[config.mk]
export PLATFORM = sky130hd
export DESIGN_NAME = mmd_decode
export DESIGN_NICKNAME = d
export VERILOG_FILES = /design/src/shared/mmd_pkg.sv /design/src/rtl/mmd_decode.sv
export VERILOG_INCLUDE_DIRS = /design/src /design/src/shared
export SDC_FILE = /design/constraint.sdc
export NUM_CORES = 1
export LEC_CHECK = 0
export ABC_AREA = 1
export BUFFER_PORTS_ARGS = -buffer_cell sky130_fd_sc_hd__buf_2
export CORE_AREA = 2 2 126 140
export DETAILED_ROUTE_END_ITERATION = 10
export DIE_AREA = 0 0 128 142
export SLEW_MARGIN = 5
export SYNTH_ARGS = -nofsm -noshare
export SYNTH_HDL_FRONTEND = slang
export SYNTH_SLANG_ARGS = --single-unit
[constraint.sdc]
create_clock -name i_sys_clk -period 1.5 [get_ports i_sys_clk]
set_input_delay 0.15 -clock i_sys_clk [delete_from_list [all_inputs] [get_ports i_sys_clk]]
set_output_delay 0.15 -clock i_sys_clk [all_outputs]
set_load 0.05 [all_outputs]
[src/shared/mmd_map.svh]
// Offsets, region bounds, field masks and reset values for the memory map decoder.
// Assumes an include by bare name from the decoder module.
`ifndef MMD_MAP_SVH
`define MMD_MAP_SVH

// ----------------------------------------
// I/O register indexes (byte address = 4 x index)
// ----------------------------------------
`define MMD_IDX_PORT_A_DATA 4'h0
`define MMD_IDX_PORT_B_DATA 4'h1
`define MMD_IDX_PORT_C_DATA 4'h2
`define MMD_IDX_PORT_D_DATA 4'h3
`define MMD_IDX_PORT_A_DIR 4'h4
`define MMD_IDX_PORT_B_DIR 4'h5
`define MMD_IDX_PORT_C_DIR 4'h6
`define MMD_IDX_PORT_D_DIR 4'h7
`define MMD_IDX_PORT_E_DATA 4'h8
`define MMD_IDX_RSVD_NINE 4'h9
`define MMD_IDX_PORT_E_DIR 4'hA
`define MMD_IDX_BACK_EMF 4'hB

// ----------------------------------------
// Implemented bit masks and reset values
// ----------------------------------------
`define MMD_MASK_PORT_A 8'h7F
`define MMD_MASK_PORT_B 8'hFF
`define MMD_MASK_PORT_C 8'h1F
`define MMD_MASK_PORT_D 8'h03
`define MMD_MASK_PORT_E 8'h03
`define MMD_MASK_DIR_C 8'h9F
`define MMD_BIT_CLK_OUT_EN 7
`define MMD_RST_DIR 8'h00

// ----------------------------------------
// CPU address map bounds
// ----------------------------------------
`define MMD_IO_LO 16'h0000
`define MMD_IO_HI 16'h003F
`define MMD_RAM_LO 16'h0040
`define MMD_RAM_HI 16'h023F
`define MMD_BURN_LO 16'h0800
`define MMD_BURN_HI 16'h0BFF
`define MMD_FLASH_LO 16'hC000
`define MMD_FLASH_HI 16'hFDFF
`define MMD_SYS_RSVD_LO 16'hFE0D
`define MMD_SYS_RSVD_HI 16'hFE1F
`define MMD_MON_LO 16'hFE20
`define MMD_MON_HI 16'hFF55
`define MMD_FLASH_PROT 16'hFF7E
`define MMD_OSC_TRIM 16'hFF80
`define MMD_VEC_LO 16'hFFDC
`define MMD_VEC_HI 16'hFFFF
`define MMD_SEC_LO 16'hFFF6
`define MMD_SEC_HI 16'hFFFD
`define MMD_IO_RSVD 16'h0009
`define MMD_IO_LAST_REG 16'h000B

// ----------------------------------------
// System page slots (low nibble within FE0x)
// ----------------------------------------
`define MMD_SYS_PAGE 12'hFE0
`define MMD_SYS_BREAK_STATE 4'h0
`define MMD_SYS_RESET_CAUSE 4'h1
`define MMD_SYS_BREAK_FLAG 4'h3
`define MMD_SYS_FLASH_CTRL 4'h8
`define MMD_SYS_BKPT_HIGH 4'h9
`define MMD_SYS_BKPT_LOW 4'hA
`define MMD_SYS_BKPT_CTRL 4'hB
`define MMD_SYS_LOW_VOLT 4'hC

`endif

[src/shared/mmd_pkg.sv]
// Types used only by the memory map decoder; the bench does not import them.
// Assumes mmd_map.svh carries all numeric constants.
package mmd_pkg;

    typedef enum logic [3:0] {
        MMD_RGN_IO,
        MMD_RGN_RAM,
        MMD_RGN_FLASH,
        MMD_RGN_BURNIN,
        MMD_RGN_MONITOR,
        MMD_RGN_SYSREG,
        MMD_RGN_VECTOR,
        MMD_RGN_RESERVED,
        MMD_RGN_UNIMPL
    } mmd_region_e;

endpackage : mmd_pkg

[src/rtl/mmd_decode.sv]
// Memory map decoder for a 64-Kbyte 8-bit CPU space, plus the first
// sheet of zero-page I/O registers behind an Avalon-MM slave.
// Assumes CPU address strobes on i_sys_clk; port pins are asynchronous.
//
// Overview of operation
// - Decode the full 16-bit, 64-Kbyte space
// - Flag unimplemented accesses for illegal-address reset
// - Zero-page registers decode at 0000-003F
// - Map holds a 512-byte RAM
// - Map holds a 15,872-byte FLASH array
// - 36 vector bytes end at FFFF
// - 310-byte monitor ROM from FE20
// - 1024-byte burn-in ROM region
// - Security bytes FFF6 through FFFD
// - System registers decode outside zero page
// - Optional trim value readable at FF80
// - Port A data survives reset, bit7 zero
`include "mmd_map.svh"
`timescale 1ns/1ps

module mmd_decode #(
    parameter bit TRIM_PRESENT = 1'b1
) (
    input wire logic i_sys_clk,
    input wire logic i_rstn,
    // Avalon-MM register slave
    input wire logic [5:0] i_avs_address,
    input wire logic i_avs_read,
    input wire logic i_avs_write,
    input wire logic [3:0] i_avs_byteenable,
    input wire logic [31:0] i_avs_writedata,
    output logic [31:0] o_avs_readdata,
    output logic o_avs_waitrequest,
    // CPU address decode port
    input wire logic [15:0] i_cpu_addr,
    input wire logic i_cpu_valid,
    output logic o_sel_io,
    output logic o_sel_ram,
    output logic o_sel_flash,
    output logic o_sel_burnin,
    output logic o_sel_monitor,
    output logic o_sel_sysreg,
    output logic o_sel_vector,
    output logic o_security_byte,
    output logic o_illegal_addr,
    output logic o_reserved_hit,
    // Port pins
    input wire logic [6:0] i_port_a_pin,
    input wire logic [7:0] i_port_b_pin,
    input wire logic [4:0] i_port_c_pin,
    input wire logic [1:0] i_port_d_pin,
    input wire logic [1:0] i_port_e_pin,
    output logic [6:0] o_port_a_out,
    output logic [7:0] o_port_b_out,
    output logic [4:0] o_port_c_out,
    output logic [1:0] o_port_d_out,
    output logic [1:0] o_port_e_out,
    output logic [6:0] o_port_a_oe,
    output logic [7:0] o_port_b_oe,
    output logic [4:0] o_port_c_oe,
    output logic [1:0] o_port_d_oe,
    output logic [1:0] o_port_e_oe,
    output logic o_clock_out_pin_enable,
    // Back-EMF counter value from its own block
    input wire logic [7:0] i_back_emf_count
);

    // ----------------------------------------
    // Functions
    // ----------------------------------------
    function automatic mmd_pkg::mmd_region_e region_of(input logic [15:0] a);
        mmd_pkg::mmd_region_e r;
        r = mmd_pkg::MMD_RGN_UNIMPL;
        if (a <= `MMD_IO_HI)
        begin
            // Beyond the last sheet-one register the zero page is still I/O space
            if (a == `MMD_IO_RSVD)
                r = mmd_pkg::MMD_RGN_RESERVED;
            else
                r = mmd_pkg::MMD_RGN_IO;
        end
        else if (a >= `MMD_RAM_LO && a <= `MMD_RAM_HI)
            r = mmd_pkg::MMD_RGN_RAM;
        else if (a >= `MMD_BURN_LO && a <= `MMD_BURN_HI)
            r = mmd_pkg::MMD_RGN_BURNIN;
        else if (a >= `MMD_FLASH_LO && a <= `MMD_FLASH_HI)
            r = mmd_pkg::MMD_RGN_FLASH;
        else if (a >= `MMD_MON_LO && a <= `MMD_MON_HI)
            r = mmd_pkg::MMD_RGN_MONITOR;
        else if (a >= `MMD_VEC_LO)
            r = mmd_pkg::MMD_RGN_VECTOR;
        else if (a >= `MMD_SYS_RSVD_LO && a <= `MMD_SYS_RSVD_HI)
            r = mmd_pkg::MMD_RGN_RESERVED;
        else if (a == `MMD_FLASH_PROT)
            r = mmd_pkg::MMD_RGN_SYSREG;
        else if (a == `MMD_OSC_TRIM && TRIM_PRESENT)
            r = mmd_pkg::MMD_RGN_SYSREG;
        else if (a[15:4] == `MMD_SYS_PAGE)
        begin
            // Holes in the system page are reserved, not unimplemented
            unique case (a[3:0])
                `MMD_SYS_BREAK_STATE,
                `MMD_SYS_RESET_CAUSE,
                `MMD_SYS_BREAK_FLAG,
                `MMD_SYS_FLASH_CTRL,
                `MMD_SYS_BKPT_HIGH,
                `MMD_SYS_BKPT_LOW,
                `MMD_SYS_BKPT_CTRL,
                `MMD_SYS_LOW_VOLT:
                    r = mmd_pkg::MMD_RGN_SYSREG;
                default:
                    r = mmd_pkg::MMD_RGN_RESERVED;
            endcase
        end
        return r;
    endfunction : region_of

    // Pin value where the line is an input, latch value where it drives
    function automatic logic [7:0] pin_view(
        input logic [7:0] dir,
        input logic [7:0] latch,
        input logic [7:0] pin,
        input logic [7:0] mask
    );
        return ((dir & latch) | (~dir & pin)) & mask;
    endfunction : pin_view

    // ----------------------------------------
    // CPU address decode
    // ----------------------------------------
    mmd_pkg::mmd_region_e cpu_rgn;
    logic sel_io_ff;
    logic sel_ram_ff;
    logic sel_flash_ff;
    logic sel_burnin_ff;
    logic sel_monitor_ff;
    logic sel_sysreg_ff;
    logic sel_vector_ff;
    logic security_ff;
    logic illegal_ff;
    logic reserved_ff;

    assign cpu_rgn = region_of(i_cpu_addr);

    always_ff @(posedge i_sys_clk or negedge i_rstn)
    begin
        if (!i_rstn)
        begin
            sel_io_ff <= 1'b0;
            sel_ram_ff <= 1'b0;
            sel_flash_ff <= 1'b0;
            sel_burnin_ff <= 1'b0;
            sel_monitor_ff <= 1'b0;
            sel_sysreg_ff <= 1'b0;
            sel_vector_ff <= 1'b0;
        end
        else
        begin
            // One-hot by construction of the enum compare
            sel_io_ff <= i_cpu_valid && cpu_rgn == mmd_pkg::MMD_RGN_IO;
            sel_ram_ff <= i_cpu_valid && cpu_rgn == mmd_pkg::MMD_RGN_RAM;
            sel_flash_ff <= i_cpu_valid && cpu_rgn == mmd_pkg::MMD_RGN_FLASH;
            sel_burnin_ff <= i_cpu_valid && cpu_rgn == mmd_pkg::MMD_RGN_BURNIN;
            sel_monitor_ff <= i_cpu_valid && cpu_rgn == mmd_pkg::MMD_RGN_MONITOR;
            sel_sysreg_ff <= i_cpu_valid && cpu_rgn == mmd_pkg::MMD_RGN_SYSREG;
            sel_vector_ff <= i_cpu_valid && cpu_rgn == mmd_pkg::MMD_RGN_VECTOR;
        end
    end

    always_ff @(posedge i_sys_clk or negedge i_rstn)
    begin
        if (!i_rstn)
        begin
            security_ff <= 1'b0;
            illegal_ff <= 1'b0;
            reserved_ff <= 1'b0;
        end
        else
        begin
            security_ff <= i_cpu_valid && i_cpu_addr >= `MMD_SEC_LO
                && i_cpu_addr <= `MMD_SEC_HI;
            illegal_ff <= i_cpu_valid && cpu_rgn == mmd_pkg::MMD_RGN_UNIMPL;
            // Reported only; behaviour there is left undefined for the master
            reserved_ff <= i_cpu_valid && cpu_rgn == mmd_pkg::MMD_RGN_RESERVED;
        end
    end

    // ----------------------------------------
    // Region outputs
    // ----------------------------------------

    assign o_sel_io = sel_io_ff;
    assign o_sel_ram = sel_ram_ff;
    assign o_sel_flash = sel_flash_ff;
    assign o_sel_burnin = sel_burnin_ff;
    assign o_sel_monitor = sel_monitor_ff;
    assign o_sel_sysreg = sel_sysreg_ff;
    assign o_sel_vector = sel_vector_ff;
    assign o_security_byte = security_ff;
    assign o_illegal_addr = illegal_ff;
    assign o_reserved_hit = reserved_ff;

    // ----------------------------------------
    // Pin synchronisers
    // ----------------------------------------
    logic [23:0] pin_s1_ff;
    logic [23:0] pin_s2_ff;
    logic [23:0] pin_raw;

    // Zero reset keeps pin reads defined before two edges have passed
    assign pin_raw = {i_port_e_pin, i_port_d_pin, i_port_c_pin,
        i_port_b_pin, i_port_a_pin};

    always_ff @(posedge i_sys_clk or negedge i_rstn)
    begin
        if (!i_rstn)
        begin
            pin_s1_ff <= 24'h000000;
            pin_s2_ff <= 24'h000000;
        end
        else
        begin
            pin_s1_ff <= pin_raw;
            pin_s2_ff <= pin_s1_ff;
        end
    end

    // ----------------------------------------
    // Avalon handshake: one wait state
    // ----------------------------------------
    logic ack_ff;
    logic req;
    logic take;
    logic [3:0] idx;
    logic wr_en;

    assign req = i_avs_read | i_avs_write;
    assign take = req & ~ack_ff;
    assign idx = i_avs_address[5:2];
    // Only the low byte lane carries the 8-bit registers
    assign wr_en = take & i_avs_write & i_avs_byteenable[0];
    assign o_avs_waitrequest = req & ~ack_ff;

    // Registers act on the take edge; the master holds the request past it
    always_ff @(posedge i_sys_clk or negedge i_rstn)
    begin
        if (!i_rstn)
            ack_ff <= 1'b0;
        else
            ack_ff <= take;
    end

    // ----------------------------------------
    // Port registers
    // ----------------------------------------
    logic [7:0] a_data_ff;
    logic [7:0] b_data_ff;
    logic [7:0] c_data_ff;
    logic [7:0] d_data_ff;
    logic [7:0] e_data_ff;
    logic [7:0] a_dir_ff;
    logic [7:0] b_dir_ff;
    logic [7:0] c_dir_ff;
    logic [7:0] d_dir_ff;
    logic [7:0] e_dir_ff;
    logic [7:0] wbyte;

    assign wbyte = i_avs_writedata[7:0];

    // Data latches have no reset so pin levels survive a reset
    always_ff @(posedge i_sys_clk)
    begin
        if (wr_en)
        begin
            unique case (idx)
                `MMD_IDX_PORT_A_DATA: a_data_ff <= wbyte & `MMD_MASK_PORT_A;
                `MMD_IDX_PORT_B_DATA: b_data_ff <= wbyte;
                `MMD_IDX_PORT_C_DATA: c_data_ff <= wbyte & `MMD_MASK_PORT_C;
                `MMD_IDX_PORT_D_DATA: d_data_ff <= wbyte & `MMD_MASK_PORT_D;
                `MMD_IDX_PORT_E_DATA: e_data_ff <= wbyte & `MMD_MASK_PORT_E;
                default: ;
            endcase
        end
    end

    always_ff @(posedge i_sys_clk or negedge i_rstn)
    begin
        if (!i_rstn)
        begin
            a_dir_ff <= `MMD_RST_DIR;
            b_dir_ff <= `MMD_RST_DIR;
            c_dir_ff <= `MMD_RST_DIR;
            d_dir_ff <= `MMD_RST_DIR;
            e_dir_ff <= `MMD_RST_DIR;
        end
        else if (wr_en)
        begin
            unique case (idx)
                `MMD_IDX_PORT_A_DIR: a_dir_ff <= wbyte & `MMD_MASK_PORT_A;
                `MMD_IDX_PORT_B_DIR: b_dir_ff <= wbyte;
                `MMD_IDX_PORT_C_DIR: c_dir_ff <= wbyte & `MMD_MASK_DIR_C;
                `MMD_IDX_PORT_D_DIR: d_dir_ff <= wbyte & `MMD_MASK_PORT_D;
                `MMD_IDX_PORT_E_DIR: e_dir_ff <= wbyte & `MMD_MASK_PORT_E;
                default: ;
            endcase
        end
    end

    // ----------------------------------------
    // Read data
    // ----------------------------------------
    logic [7:0] rd_byte;
    logic [31:0] rdata_ff;

    always_comb
    begin
        rd_byte = 8'h00;
        unique case (idx)
            `MMD_IDX_PORT_A_DATA:
                rd_byte = pin_view(a_dir_ff, a_data_ff, {1'b0, pin_s2_ff[6:0]},
                    `MMD_MASK_PORT_A);
            `MMD_IDX_PORT_B_DATA:
                rd_byte = pin_view(b_dir_ff, b_data_ff, pin_s2_ff[14:7],
                    `MMD_MASK_PORT_B);
            `MMD_IDX_PORT_C_DATA:
                rd_byte = pin_view(c_dir_ff, c_data_ff, {3'b000, pin_s2_ff[19:15]},
                    `MMD_MASK_PORT_C);
            `MMD_IDX_PORT_D_DATA:
                rd_byte = pin_view(d_dir_ff, d_data_ff, {6'b000000, pin_s2_ff[21:20]},
                    `MMD_MASK_PORT_D);
            `MMD_IDX_PORT_E_DATA:
                rd_byte = pin_view(e_dir_ff, e_data_ff, {6'b000000, pin_s2_ff[23:22]},
                    `MMD_MASK_PORT_E);
            `MMD_IDX_PORT_A_DIR: rd_byte = a_dir_ff;
            `MMD_IDX_PORT_B_DIR: rd_byte = b_dir_ff;
            `MMD_IDX_PORT_C_DIR: rd_byte = c_dir_ff;
            `MMD_IDX_PORT_D_DIR: rd_byte = d_dir_ff;
            `MMD_IDX_PORT_E_DIR: rd_byte = e_dir_ff;
            `MMD_IDX_BACK_EMF: rd_byte = i_back_emf_count;
            // Reserved slot and unmapped indexes answer zero
            default: rd_byte = 8'h00;
        endcase
    end

    always_ff @(posedge i_sys_clk or negedge i_rstn)
    begin
        if (!i_rstn)
            rdata_ff <= 32'h00000000;
        else if (take & i_avs_read)
            rdata_ff <= {24'h000000, rd_byte};
    end

    assign o_avs_readdata = rdata_ff;

    // ----------------------------------------
    // Pin drive
    // ----------------------------------------
    assign o_port_a_out = a_data_ff[6:0];
    assign o_port_b_out = b_data_ff;
    assign o_port_c_out = c_data_ff[4:0];
    assign o_port_d_out = d_data_ff[1:0];
    assign o_port_e_out = e_data_ff[1:0];
    assign o_port_a_oe = a_dir_ff[6:0];
    assign o_port_b_oe = b_dir_ff;
    assign o_port_c_oe = c_dir_ff[4:0];
    assign o_port_d_oe = d_dir_ff[1:0];
    assign o_port_e_oe = e_dir_ff[1:0];
    assign o_clock_out_pin_enable = c_dir_ff[`MMD_BIT_CLK_OUT_EN];

endmodule : mmd_decode

==> results of run 1 <==
[cell families (layout without fill, tap and decap cells)]
| logic type | after synthesis | count (layout) | synth area share (%) |
|---|---|---|---|
| simple gates | 266 | 266 | 22.0 |
| flops | 116 | 116 | 61.0 |
| buf+inv | 92 | 275 | 8.84 |
| compound gates | 61 | 61 | 6.92 |
| mux | 5 | 5 | 1.14 |
| other cells | 1 | 24 | 0.0757 |
[layout by cell type (no fill, tap or decap), types with 19 or more instances in the layout]
cell,Yosys,layout
conb_1,1,24
dlygate4sd3_1,0,31
nand3_1,19,19
nand2_1,170,169
dfrtp_1,92,92
inv_1,62,61
edfxtp_1,24,24
buf_2,2,132
nor2_1,51,51
o21ai_0,34,33
[per-layer routing]
| metal | wire length [microns] | track usage (%) | vias up | part of all wire, % |
|---|---|---|---|---|
| li1 | - | - | 2053 | - |
| met2 | 6310 | 23.4 | 140 | 47 |
| met4 | 206 | 4.92 | 0 | 1.5 |
| met5 | 0 | 0 | - | 0 |
| met3 | 989 | 4.92 | 14 | 7.4 |
| met1 | 5850 | 19.6 | 1844 | 44 |
[timing repair]
item | in CTS | in global routing
endpoints found under the hold margin | 130 | 0
resized for setup | 0 | 3
hold buffers | 31 | 0
setup endpoints to repair | 0 | 11
[registers in the layout, indices dropped and copies added, names as in the netlist, 5 cells and up]
| register | flops |
|---|---|
| o_port_b_oe | 8 |
| c_data_ff | 5 |
| a_dir_ff | 7 |
| c_dir_ff | 6 |
| o_port_b_out | 8 |
| a_data_ff | 7 |
| pin_s2_ff | 24 |
| pin_s1_ff | 24 |
| o_avs_readdata | 8 |
[power by group through the flow]
stage | clock [mW] | sequential [mW] | combinational [mW]
detailed placement | 0 | 3.66 | 1.47
finish | 3.83 | 3.60 | 1.53
CTS | 3.92 | 3.60 | 1.54
floorplan | 0 | 4.13 | 0.547
global route | 4.09 | 3.63 | 1.66
global placement | 0 | 3.65 | 1.46
[worst min-delay path by stage]
| stage | end | cells past startpoint |
|---|---|---|
| after floorplan | a_dir_ff[0] | 0 |
| after global placement | o_avs_readdata[6] | 2 |
| after CTS | ack_ff | 3 |
| after detailed placement | o_avs_readdata[6] | 2 |
| after global routing | o_port_b_out[0] | 1 |
| final | ack_ff | 3 |
[final cells by class]
type                    instances  area [sq um]  area share [%]
flip-flops and latches        116          3020            44.6
multi-input cells             356          1580            23.4
repair buffers                178          1100            16.2
clock buffers                  18           429            6.34
well taps                     208           260            3.84
inverters                      65           244            3.60
clock inverters                14           138            2.03
[per-stage QoR]
step / power, mW / hold slack, ns / util, % / instances
finish: 8.97 / 0.0161 / 40.4 / 955
global route: 9.37 / 0.0212 / 40.4 / 955
CTS: 9.07 / 0.00189 / 40.4 / 955
detailed placement: 5.13 / 0.246 / 35.1 / 892
global placement: 5.12 / 0.241 / 35.1 / 892
floorplan: 4.67 / -0.146 / - / 564
[tightest hold or removal path: cells and delay by family]
kind	cells	cell delay [ns]
AO/OA/AOI/OAI	1	0.07
buffers and inverters	2	0.16
==> impl_metrics.ini, run 1 <==
[outcome]
status = complete, no violations

[routing]
firstDrtPassIters = 5
drt-initial-drc-count = 229
drcViolationCount = 0
wl_microns = 13400
vias = 4051
post_drt_wl_per_cell_microns = 14.0
ant_nets = 0
via_per_inst = 4.24

[yosys]
ys_async_sr_fraction_pct = 79.3
ys_seq_area_share_pct = 61.0
synth_edf_count = 24
ys_top_cells_by_count = 170 x nand2_1, 92 x dfrtp_1, 62 x inv_1, 51 x nor2_1, 34 x o21ai_0
yosysWarnings = 0
synth-seq-cells = 116
yosys.cell_count.top_type = nand2_1
syn_area_sq_um = 4950
synthFlopType = dfrtp_1
synth.avg_cell_area_sq_um = 9.16
synth_cells = 541
ys_top_cells_by_area = dfrtp_1 46%, edfxtp_1 15%, nand2_1 13%
synth_top_area_share_pct = 46.5
yosys.area.top_type = dfrtp_1
synth.distinct_cells = 31

[critical_path]
r2r_start = ack_ff
path_cells = a21oi_1 > buf_2
cp_max_fo = 3
crit_end = o_avs_waitrequest
path_depth = 2
crit_slowest_cell = dfrtp_1
start_kind = flop
r2r_end = o_port_b_oe[2]
cp-end-kind = output port
crit_type = reg2out
critical_path.top_delay_family = flip-flops
path_buf_inv = 1
rrSetupSlack_ns = 0.15
required_ns = 1.35
cp-startpoint = ack_ff
max_stage_delay_ns = 0.39
cp.arrival_ns = 1.24
r2r_cells = 6

[clocking]
clock-root-buffer = clkbuf_16
cts_buffers = 17
cts_tree = yes
cts.reportedPaths.clkPinSlew_ns = 0.06
cts_setup_buffers = 0
clk_latency_ns = 0.40
cts_htree_levels = 4
numClockSinks = 116
cts_buffer_depth = 2

[sta]
fin_skew_ns = 0.00828
fmax_mhz = 719
rsz0062_at_grt = false
min_period_ns = 1.39
slew_viol_final = 0
tightest_slew_ns = 0.506
setup_viol_count_final = 0
hold_viol_final = 0
finalCritPeriodShare_pct = 92.7
setup_ws_ns = 0.110
finalSetupTns_ns = 0
slew_headroom_pct = 66.2

[power]
clock_power_share_pct = 42.8
p_seq_share_pct = 40.2
power_density_nw_per_um2 = 1320
leakagePower_nw = 3.46
p_int_mw = 6.26
comb_power_share_pct = 17.1
peakVddDrop_uv = 774
p_sw_share_pct = 30.2
switchingPower_mw = 2.71

[finish]
areaGrowthSynthToFinish_pct = 36.7
final_area_sq_um = 6770
insertedDiodeCount = 0
nets = 829
layout-drive-gt1-share_pct = 27.0
nFillCells = 1677

[die]
io_pins = 187
num_rows = 50
coreArea_sq_um = 16800
die_area_sq_um = 18200
start_util_pct = 29.5
die_w_microns = 128
die_h_microns = 142

[global_route]
grt_pass1_vias = 3926
grtUsageTotal_pct = 14.9
grt_max_degree = 93
overflow = 0
antenna_found_initial = 0
grt_pass1_wl_microns = 20600

[placed_design]
routabilityCongestion = 0.865
hpwlAfterDp_microns = 9990
portBuffers = 133
post-place-ws_ns = 0.0281
placed_area_sq_um = 5890

[hold_path]
hp-class = in2reg
worstHoldStart = i_avs_write

[job]
maxCapViolCount = 0
No activity file was read; power rests on OpenSTA's default activity.
==> run 2, diff against run 1 <==
CTS_BUF_LIST = sky130_fd_sc_hd__clkbuf_2 sky130_fd_sc_hd__clkbuf_4 sky130_fd_sc_hd__clkbuf_8   (was unset)
GPL_ROUTABILITY_DRIVEN = 1   (was unset)
==> impl_metrics.ini, run 2 (synthesis gave the netlist of run 1 again) <==
[outcome]
status = complete, no violations

[routing]
firstDrtPassIters = 5
wl_microns = 13300
vias = 4084
via_per_inst = 4.26
ant_nets = 0
drt-initial-drc-count = 220
drcViolationCount = 0
post_drt_wl_per_cell_microns = 13.9

[power]
p_sw_share_pct = 32.5
p_seq_share_pct = 45.7
comb_power_share_pct = 19.5
p_int_mw = 5.32
switchingPower_mw = 2.56
peakVddDrop_uv = 508
leakagePower_nw = 3.40
power_density_nw_per_um2 = 1190
finalPower_mw = 7.88
clock_power_share_pct = 34.8

[sta]
setup_ws_ns = 0.102
slew_viol_final = 0
fin_skew_ns = 0.0104
tightest_slew_ns = 0.522
min_period_ns = 1.40
hold_viol_final = 0
rsz0062_at_grt = true
finalCritPeriodShare_pct = 93.2
setup_viol_count_final = 0
fmax_mhz = 715
slew_headroom_pct = 65.2

[finish]
seq_area_sq_um = 3020
final_area_sq_um = 6620
largest_registers = pin_s1_ff (24), pin_s2_ff (24)
mostFrequentLayoutCell = nand2_1
nFillCells = 1699
multi_input_area_sq_um = 1580
areaGrowthSynthToFinish_pct = 33.7
final_core_util_pct = 39.5
layout_common_cells = 169 x nand2_1, 132 x buf_2, 92 x dfrtp_1, 61 x inv_1, 51 x nor2_1
final_cells = 959
nets = 833
layout-drive-gt1-share_pct = 27.0
insertedDiodeCount = 0

[placed_design]
dp_cells = 892
hpwlAfterDp_microns = 9990
routabilityCongestion = 0.865
placed_area_sq_um = 5890
post-place-ws_ns = 0.0281
portBuffers = 133

[global_route]
overflow = 0
grt_pass1_vias = 3950
grt_max_degree = 93
antenna_found_initial = 0
grt_pass1_wl_microns = 20500
grtUsageTotal_pct = 14.9

[clocking]
cts_htree_levels = 4
numClockSinks = 116
cts_tree = yes
cts_buffer_depth = 2
cts_buffers = 17
cts.reportedPaths.clkPinSlew_ns = 0.07
clk_latency_ns = 0.42
clock-root-buffer = clkbuf_8

[critical_path]
path_buf_inv = 1
cp_max_fo = 3
cp.arrival_ns = 1.25
critical_path.top_delay_family = flip-flops
crit_slowest_cell = dfrtp_1
start_kind = flop
cp-end-kind = output port
crit_type = reg2out
path_cells = a21oi_1 > buf_2
required_ns = 1.35
max_stage_delay_ns = 0.39

[die]
die_area_sq_um = 18200
coreArea_sq_um = 16800
io_pins = 187
start_util_pct = 29.5
die_w_microns = 128
num_rows = 50
die_h_microns = 142

[job]
maxCapViolCount = 0

[hold_path]
hp-class = in2reg
run 2: cell types whose count changed in the layout (fill, tap and decap cells not counted):
cell	previous run	this run
clkbuf_16	17	0
clkbuf_8	0	17
dlygate4sd3_1	31	35
clkbuf_1	1	0
clkbuf_4	0	1
run 2: final timing paths:
check	from	endpoint	slack (ns)	depth (start not counted)
setup / recovery	ack_ff	o_avs_waitrequest	0.10	2
hold / removal	i_cpu_valid	o_sel_io	0.05	3
setup reg to reg	ack_ff	o_port_b_oe[2]	0.15	6
hold reg to reg	pin_s1_ff[5]	pin_s2_ff[5]	0.35	0
max in group asynchronous	i_rstn	pin_s1_ff[7]	0.77	3
min in group asynchronous	i_rstn	o_avs_readdata[6]	0.31	3
run 2: routing by layer:
metal	part of all wire, %	up-vias	GRT usage, %
li1	-	2060	-
met1	44	1871	19.2
met2	48	136	23.6
met3	6.8	17	4.85
met4	1.7	0	5.26
met5	0	-	0
run 2: worst reg2reg max path, cell delays in order, from the launching register on:
cell,delay [ns]
dfrtp_1,0.39
nor2_1,0.10
nand2_1,0.16
inv_2,0.15
nand2_2,0.22
nand2_1,0.11
o21ai_0,0.09
run 2: area by class of cell:
type                       count  area share (%)
clock buffer                  18            3.65
clock inverter                14            2.08
inverter                      65            3.68
multi-input combinational    356            23.9
sequential                   116            45.6
tap                          208            3.93
timing repair buffer         182            17.2
run 2: per-stage QoR:
step / hold slack, ns / TNS (ns)
2_1_floorplan: -0.146 / 0
3_3_place_gp: 0.241 / 0
3_5_place_dp: 0.246 / 0
4_1_cts: 0.0210 / 0
5_1_grt: 0.0374 / -0.00117
6_report: 0.0458 / 0
run 2: what timing repair did:
action / 4_1_cts / 5_1_grt
setup endpoints to repair: 0 / 11
gates resized for setup: 0 / 3
buffers inserted: 0 / 0
hold buffers: 35 / 0
endpoints found under the hold margin: 144 / 0
run 2: power by group through the flow:
stage / clock network (mW) / registers, mW / logic, mW
2_1_floorplan: 0 / 4.13 / 0.547
3_3_place_gp: 0 / 3.65 / 1.46
3_5_place_dp: 0 / 3.66 / 1.47
4_1_cts: 2.83 / 3.60 / 1.55
5_1_grt: 2.98 / 3.62 / 1.67
6_report: 2.74 / 3.60 / 1.54
==> run 3, diff against run 2 <==
CORE_AREA = 2 2 169 105   (was 2 2 126 140)
DIE_AREA = 0 0 171 107   (was 0 0 128 142)
GPL_TIMING_DRIVEN = 0   (was unset)
==> impl_metrics.ini, run 3 (synthesis gave the netlist of run 1 again) <==
[outcome]
status = complete, no violations

[finish]
nets = 846
areaGrowthSynthToFinish_pct = 38.1
final_cells = 998
layout-drive-gt1-share_pct = 29.1
mostFrequentLayoutCell = nand2_1
insertedDiodeCount = 0
final_core_util_pct = 40.8
largest_registers = pin_s1_ff (24), pin_s2_ff (24)
final_area_sq_um = 6840
layout_common_cells = 168 x nand2_1, 132 x buf_2, 92 x dfrtp_1, 61 x inv_1, 48 x nor2_1
nFillCells = 1715

[sta]
setup_viol_count_final = 0
slew_viol_final = 0
fmax_mhz = 669
fin_skew_ns = 0.0122
hold_viol_final = 0
finalCritPeriodShare_pct = 99.7
setup_ws_ns = 0.00465
tightest_slew_ns = 0.639
rsz0062_at_grt = true
slew_headroom_pct = 57.4
min_period_ns = 1.50

[routing]
firstDrtPassIters = 6
wl_microns = 14500
ant_nets = 0
vias = 4142
post_drt_wl_per_cell_microns = 14.5
drcViolationCount = 0
via_per_inst = 4.15
drt-initial-drc-count = 338

[placed_design]
placed_area_sq_um = 6030
dp_cells = 932
portBuffers = 133
post-place-ws_ns = -0.593
routabilityCongestion = 0.881
hpwlAfterDp_microns = 11000

[die]
num_rows = 37
io_pins = 187
coreArea_sq_um = 16800
die_w_microns = 171
start_util_pct = 29.6
die_area_sq_um = 18300
die_h_microns = 107

[global_route]
grt_pass1_wl_microns = 22200
overflow = 0
grtUsageTotal_pct = 16.4
grt_max_degree = 48
grt_pass1_vias = 3962
antenna_found_initial = 0

[clocking]
cts_buffers = 17
numClockSinks = 116
clk_latency_ns = 0.43
cts_buffer_depth = 2
clock-root-buffer = clkbuf_8
cts.reportedPaths.clkPinSlew_ns = 0.07
cts_htree_levels = 4
cts_tree = yes

[critical_path]
required_ns = 1.59
cp.arrival_ns = 1.58
path_buf_inv = 1
max_stage_delay_ns = 0.39
cp_max_fo = 8
crit_type = reg2reg
critical_path.top_delay_family = simple AND/OR/NAND/NOR gates
cp-end-kind = flop
path_cells = nor2_1 > nand2_2 > buf_4 > nor2_4
start_kind = flop
crit_slowest_cell = dfrtp_1

[job]
maxCapViolCount = 0

[power]
finalPower_mw = 8.40
peakVddDrop_uv = 555
power_density_nw_per_um2 = 1230
leakagePower_nw = 3.51

[hold_path]
hp-class = in2reg
-- run 3: timing repair --
item	CTS	global route
resized for setup	9	8
pin swaps	0	2
endpoints found under the hold margin	87	0
gates cloned	0	0
setup buffers	0	1
setup endpoints to repair	39	29
hold buffers	33	0
-- run 3: final timing paths --
path | cells past startpoint | end | start | slack (ns)
worst max-delay path | 4 | o_port_b_out[7] | ack_ff | 0.005
worst min-delay path | 1 | e_data_ff[0] | i_avs_writedata[0] | 0.04
worst max register to register | 4 | o_port_b_out[7] | ack_ff | 0.005
min in group asynchronous | 2 | ack_ff | i_rstn | 0.28
max in group asynchronous | 3 | pin_s2_ff[11] | i_rstn | 0.55
worst min register to register | 0 | pin_s2_ff[18] | pin_s1_ff[18] | 0.34
-- run 3: report_power, final --
| part | leakage [nW] | total (mW) | internal (mW) | switching (mW) |
|---|---|---|---|---|
| combinational | 1.92 | 1.60 | 0.438 | 1.16 |
| clock | 0.223 | 3.20 | 1.94 | 1.26 |
| sequential | 1.36 | 3.60 | 3.43 | 0.168 |
| total | 3.51 | 8.40 | 5.81 | 2.59 |
-- run 3: metal layers --
| layer | GRT usage, % | share of wire, % | vias to the layer above |
|---|---|---|---|
| li1 | - | - | 2094 |
| met1 | 25.2 | 52 | 1886 |
| met2 | 21.9 | 39 | 142 |
| met3 | 4.17 | 7.5 | 20 |
| met4 | 5.51 | 1.4 | 0 |
| met5 | 0 | 0 | - |
-- run 3: through the flow --
stage	setup TNS, ns	hold WS [ns]
after global routing	-0.994	0.0215
after detailed placement	-9.95	0.212
after global placement	-70.91	0.259
after CTS	-0.0327	0.000950
final	0	0.0443
after floorplan	0	-0.146
-- run 3: final cells by class --
class                      count  area, sq um  share of cell area [%]
buffer                        27          206                    3.02
clock buffer                  22          284                    4.15
clock inverter                10          155                    2.27
inverter                      65          244                    3.57
multi-input combinational    356         1600                    23.4
sequential                   116         3020                    44.2
tap                          234          293                    4.28
timing repair buffer         168         1030                    15.1
